### src/rtl/alarm_regs.svh
// register offsets, reset values and field positions of the alarm block
`ifndef ALARM_REGS_SVH
`define ALARM_REGS_SVH
`define ADDR_SUMMARY      10'h2C0
`define ADDR_STATUS       10'h2C1
`define ADDR_MASK         10'h2C2
`define ADDR_LANE         10'h2C4
`define ADDR_CTRL         10'h2C6
`define RST_STATUS        6'h3F
`define RST_MASK          6'h3F
`define RST_LANE          16'hFFFF
`define BIT_FIFO          5
`define BIT_PLL           4
`define BIT_LINK          3
`define BIT_REALIGN       2
`define BIT_OSC           1
`define BIT_DIV           0
`define CTRL_LINK_EN      0
`define CTRL_PIN_SEL      1
`define CTRL_MODE_66      2
`define CTRL_SOFT_RST     7
`endif

### src/rtl/alarm_pkg.sv
// types shared by the alarm status aggregator
package alarm_pkg;
  // raw alarm conditions from the converter core, pin domain
  typedef struct packed {
    logic [15:0] lane_fifo_err;
    logic        pll_locked;
    logic        link_in_data;
    logic        link_realign;
    logic        sysref_realign;
    logic        nco_sync;
    logic        nco_mismatch;
    logic        div_mismatch;
  } alarm_in_s;
  // register port request
  typedef struct packed {
    logic [9:0] addr;
    logic [7:0] wdata;
    logic       wr;
    logic       rd;
  } reg_req_s;
endpackage : alarm_pkg

### src/rtl/alarm_status_aggregator.sv
// alarm status aggregator: sticky flags, mask, summary and interrupt pin
//
// Implementation choice: strobed register access.
`include "alarm_regs.svh"
module alarm_status_aggregator #(
  parameter int LANES = 16
) (
  input  wire logic                 i_clock,
  input  wire logic                 i_rstn,
  input  wire alarm_pkg::alarm_in_s i_alarm,
  input  wire alarm_pkg::reg_req_s  i_req,
  output logic [7:0]                o_rdata,
  output logic                      o_irq,
  output logic                      o_cal_status_pin
);

  alarm_pkg::alarm_in_s sync1;
  alarm_pkg::alarm_in_s sync2;
  logic [5:0]       event_status_flags;
  logic [5:0]       flag_mask_bits;
  logic [15:0]      per_lane_fifo_flags;
  logic [7:0]       ctrl;
  logic             link_enable;
  logic             prev_link_enable;
  logic             soft_rst;
  logic [5:0]       set_vec;
  logic [5:0]       clr_vec;
  logic [15:0]      lane_clr;
  logic             summary;
  logic             wr_status;
  logic             wr_lane;

  // true when a write strobe targets the given register offset
  function automatic logic write_hit(input alarm_pkg::reg_req_s req,
                                     input logic [9:0]          addr);
    return req.wr && (req.addr == addr);
  endfunction : write_hit

  always_ff @(posedge i_clock or negedge i_rstn) begin
    if (!i_rstn) begin
      sync1 <= '0;
      sync2 <= '0;
    end else begin
      sync1 <= i_alarm;
      sync2 <= sync1;
    end
  end

  assign link_enable = ctrl[`CTRL_LINK_EN];
  assign soft_rst    = write_hit(i_req, `ADDR_CTRL)
                       && i_req.wdata[`CTRL_SOFT_RST];

  // link enable history for startup detection
  always_ff @(posedge i_clock or negedge i_rstn) begin
    if (!i_rstn) begin
      prev_link_enable <= 1'b0;
    end else begin
      prev_link_enable <= link_enable;
    end
  end

  // set conditions per flag
  always_comb begin
    set_vec = '0;
    set_vec[`BIT_FIFO] = |(sync2.lane_fifo_err[LANES-1:0]);
    set_vec[`BIT_PLL] = !sync2.pll_locked;
    if (ctrl[`CTRL_MODE_66]) begin
      set_vec[`BIT_LINK] = (link_enable && !prev_link_enable)
                           || sync2.link_realign;
    end else begin
      // enabled but not in data state
      set_vec[`BIT_LINK] = link_enable && !sync2.link_in_data;
    end
    set_vec[`BIT_REALIGN] = sync2.sysref_realign;
    set_vec[`BIT_OSC] = !link_enable || sync2.nco_sync
                        || sync2.nco_mismatch;
    set_vec[`BIT_DIV] = sync2.div_mismatch;
  end

  assign wr_status = write_hit(i_req, `ADDR_STATUS);
  assign wr_lane   = write_hit(i_req, `ADDR_LANE);
  assign clr_vec   = wr_status ? i_req.wdata[5:0] : 6'h00;
  assign lane_clr  = wr_lane ? {8'h00, i_req.wdata} : 16'h0000;

  // sticky status flags, write one to clear
  always_ff @(posedge i_clock or negedge i_rstn) begin
    if (!i_rstn) begin
      event_status_flags <= `RST_STATUS;
    end else if (soft_rst) begin
      event_status_flags <= `RST_STATUS;
    end else begin
      event_status_flags <= (event_status_flags & ~clr_vec) | set_vec;
    end
  end

  // per-lane fifo flags, low byte writable over 8-bit port
  always_ff @(posedge i_clock or negedge i_rstn) begin
    if (!i_rstn) begin
      per_lane_fifo_flags <= `RST_LANE;
    end else if (soft_rst) begin
      per_lane_fifo_flags <= `RST_LANE;
    end else begin
      per_lane_fifo_flags <= (per_lane_fifo_flags & ~lane_clr)
                             | sync2.lane_fifo_err;
    end
  end

  // mask and control registers
  always_ff @(posedge i_clock or negedge i_rstn) begin
    if (!i_rstn) begin
      flag_mask_bits <= `RST_MASK;
      ctrl           <= 8'h00;
    end else begin
      if (write_hit(i_req, `ADDR_MASK)) begin
        flag_mask_bits <= i_req.wdata[5:0];
      end
      if (write_hit(i_req, `ADDR_CTRL)) begin
        ctrl <= {1'b0, i_req.wdata[6:0]};
      end
    end
  end

  // masked flags stay recorded but leave summary
  assign summary = |(event_status_flags & ~flag_mask_bits);

  // outputs from flops
  always_ff @(posedge i_clock or negedge i_rstn) begin
    if (!i_rstn) begin
      o_irq            <= 1'b0;
      o_cal_status_pin <= 1'b0;
    end else begin
      o_irq            <= summary;
      // summary routed to status pin when selected
      o_cal_status_pin <= summary && ctrl[`CTRL_PIN_SEL];
    end
  end

  // read data one cycle after strobe
  always_ff @(posedge i_clock or negedge i_rstn) begin
    if (!i_rstn) begin
      o_rdata <= 8'h00;
    end else if (i_req.rd) begin
      case (i_req.addr)
        `ADDR_SUMMARY: o_rdata <= {7'h00, summary};
        `ADDR_STATUS:  o_rdata <= {2'h0, event_status_flags};
        `ADDR_MASK:    o_rdata <= {2'h0, flag_mask_bits};
        `ADDR_LANE:    o_rdata <= per_lane_fifo_flags[7:0];
        `ADDR_CTRL:    o_rdata <= ctrl;
        default:       o_rdata <= 8'h00;
      endcase
    end else begin
      o_rdata <= 8'h00;
    end
  end
endmodule : alarm_status_aggregator

### config.mk
export PLATFORM = sky130hd
export DESIGN_NAME = alarm_status_aggregator
export DESIGN_NICKNAME = d
export VERILOG_FILES = /design/src/rtl/alarm_pkg.sv /design/src/rtl/alarm_status_aggregator.sv
export VERILOG_INCLUDE_DIRS = /design/src /design/src/rtl
export SDC_FILE = /design/constraint.sdc
export NUM_CORES = 1
export LEC_CHECK = 0
export BUFFER_PORTS_ARGS = -buffer_cell sky130_fd_sc_hd__buf_2
export CORE_UTILIZATION = 61
export CTS_BUF_LIST = sky130_fd_sc_hd__clkbuf_8
export DETAILED_ROUTE_END_ITERATION = 16
export HOLD_SLACK_MARGIN = 0.02
export PLACE_DENSITY_LB_ADDON = 0.1
export SYNTH_ARGS = -nofsm -noshare
export SYNTH_HDL_FRONTEND = slang
export SYNTH_SLANG_ARGS = --single-unit
### constraint.sdc
create_clock -name i_clock -period 2.5 [get_ports i_clock]
set_input_delay 0.25 -clock i_clock [delete_from_list [all_inputs] [get_ports i_clock]]
set_output_delay 0.25 -clock i_clock [all_outputs]
set_load 0.03 [all_outputs]
==> flow_summary.toml <==
[sta]
fin_worst_skew_ns = 0.00559
setup_tns_ns = 0
worst_pin_slew_ns = 0.971
rsz0062_at_grt = "no"
finalSetupViolations = 0
period_share = 0.750
slew_viol_final = 0
fmax_mhz = 533
fin_crit_ns = 1.88
slew_headroom = 0.353
hold_viol_final = 0

[synth]
syn_nets = 259
synth_edf_count = 0
post-synth-top-area-fraction = 0.531
yosys_warnings = 0
synth.top_cells.by_area = "dfrtp_1 (53%), dfstp_2 (17%), mux2_2 (4.9%)"
avgSynthCellArea_sq_um = 14.1
syn_inst = 214
async_reset_ff_frac = 1.00
ys.flop_type = "dfrtp_1"
synth.yosys.seq_area_share = 0.705
synth-seq-cells = 84
syn_area_sq_mm = 0.00302
synth.largest_area_cell = "dfrtp_1"
ys_types = 35

[power_and_ir_drop]
p_int_w = 0.00198
pwr-share-comb = 0.061
powerDensity_mw_per_mm2 = 674
p_sw_frac = 0.228
peakVddDrop_mv = 0.551
power_leakage_nw = 1.74
clockPowerShare = 0.379
power.switching_w = 0.000582
pwr-share-seq = 0.560
finalPower_w = 0.00256

[cells_and_area]
final_util = 0.799
area_delta_synth_final_pct = 25.9
fillCellCount = 289
antenna_cells = 0
nNetsFinal = 343
drive_gt1_frac = 0.389

[detailed_routing]
wirelength_mm = 6.05
wl_per_cell_um = 16.4
drcViolationCount = 0
first_iter_violations = 160
vias = 2011
ant_nets = 0
viasPerCell = 5.44
dr.pass1.iters = 4

[global_routing]
antenna_found_initial = 0
gr-total-overflow = 0
grt_pass1_vias = 2063
grt_max_degree = 85
grt.total_usage = 0.264
grt_pass1_wl_mm = 9.70

[setup_path]
critPathArrivalTime_ns = 2.14
required_ns = 2.77
r2r_setup_slack_ns = 0.81
worstPathCellList = "buf_2, or4b_1, nor4_4, a21oi_1, or4_1"
worstReg2RegStart = "event_status_flags[2]"
reg2reg_depth = 4
rr_endpoint = "o_rdata[2]"
cpMaxStageDelayCell = "or4b_1"
slowest_delay_ns = 0.68
critPathCapture = "event_status_flags[5]"
crit_type = "in -> reg"
worstPathMaxFanout = 6
crit_start = "i_req[13]"
end_kind = "register"
critPathLaunchType = "input pin"

[cts]
cts.clk_slew.worst_paths_ns = 0.08
hold_buffers = 23
clock_path_buffers = 2
clk_latency_ns = 0.35
htreeDepth = 3
cts_tree = "yes"
cts-buffers-inserted = 9
post_cts_resized = 0
cts-root-buf = "clkbuf_8"
cts_sinks = 84
post_cts_buffers = 0

[floorplanning]
core_area_sq_mm = 0.00475
die_w_um = 72.3
boundaryPins = 55
start_util = 0.634
rows = 25
dieArea_sq_mm = 0.00523
die_y_um = 72.3

[place]
hpwl_mm = 3.45
place.gp.congestion = 0.846
portBuffers = 54

[flow_run]
maxCapViolCount = 0

[min_path]
hp-class = "in -> async"

[run_status]
status = "finished clean"
worst min path at each step:
stage               slack (ns)      start         end
finish                    0.04     i_rstn  o_rdata[3]
global route              0.11     i_rstn  o_rdata[3]
CTS                       0.09     i_rstn  o_rdata[3]
detailed placement        0.33  sync1[17]   sync2[17]
global placement          0.33   sync1[5]    sync2[5]
floorplan                -0.05     i_rstn     ctrl[0]
metal layers:
layer | routed length, um | global-route usage | share of wire | up-vias
met2 | 3110 | 0.434 | 0.51 | 87
li1 | - | - | - | 926
met3 | 417 | 0.0917 | 0.069 | 8
met1 | 2450 | 0.322 | 0.40 | 990
met5 | 0 | 0 | 0 | -
met4 | 76 | 0.105 | 0.013 | 0
worst max-delay path, delay by kind of cell:
kind                   cells  cell delay (ns)
AO/OA/AOI/OAI              1             0.12
buffers and inverters      1             0.09
AND/OR/NAND/NOR            3             1.68
per-stage QoR:
step / std cells / worst slack (ns) / hold slack, ns / instance area (sq um)
after floorplan: 214 / 0.588 / -0.0456 / 3020
after global placement: 331 / 0.333 / 0.333 / 3370
after detailed placement: 331 / 0.277 / 0.335 / 3370
after CTS: 370 / 0.643 / 0.0852 / 3800
after global routing: 370 / 0.562 / 0.111 / 3800
final: 370 / 0.624 / 0.0425 / 3800
cell families after synthesis:
family / share of synthesized area
buffers and inverters: 0.0232
multiplexers: 0.0618
AO/OA/AOI/OAI: 0.0867
AND/OR/NAND/NOR: 0.123
flip-flops: 0.705
power by group through the flow:
stage | clock network [W] | registers [W] | logic [W]
after floorplan | 0 | 0.00145 | 0.0000510
after global placement | 0 | 0.00146 | 0.000124
after detailed placement | 0 | 0.00146 | 0.000126
after CTS | 0.000968 | 0.00143 | 0.000153
after global routing | 0.00104 | 0.00144 | 0.000172
final | 0.000969 | 0.00143 | 0.000156
cell usage after synthesis, types with 4 or more instances:
cell / n
a31o_2: 4
or4b_2: 4
a32oi_1: 4
dfrtp_1: 64
mux2_2: 13
nor3_1: 4
nand2_1: 20
inv_1: 11
mux2i_1: 4
clkbuf_1: 4
a211o_1: 13
a21oi_1: 9
dfstp_2: 20
nor2_1: 8
state kept, by name (all words and copies together), names as in the netlist:
name                 flops
sync1                   23
sync2                   21
o_rdata                  8
per_lane_fifo_flags      8
ctrl                     7
event_status_flags       6
flag_mask_bits           6
set_vec                  2
o_cal_status_pin         1
o_irq                    1
prev_link_enable         1
cell usage in the layout (no fill, tap or decap), drive strengths merged, types with 5 or more instances in the layout:
master	instances
clkbuf	10
buf	57
a211o	13
dlygate4sd3	23
nor4	5
a21oi	9
dfrtp	64
dfstp	20
or4b	5
nand2	20
inv	13
mux2	13
nor2	8
final cells by class:
cell class,count,area [sq um],share of cell area
Clock buffer,10,138,0.0362
Clock inverter,6,63.8,0.0168
Inverter,11,41.3,0.0109
Multi-Input combinational cell,112,818,0.215
Sequential cell,84,2130,0.560
Tap cell,67,83.8,0.0221
Timing Repair Buffer,80,526,0.138
Power figures use the tool's default switching activity.
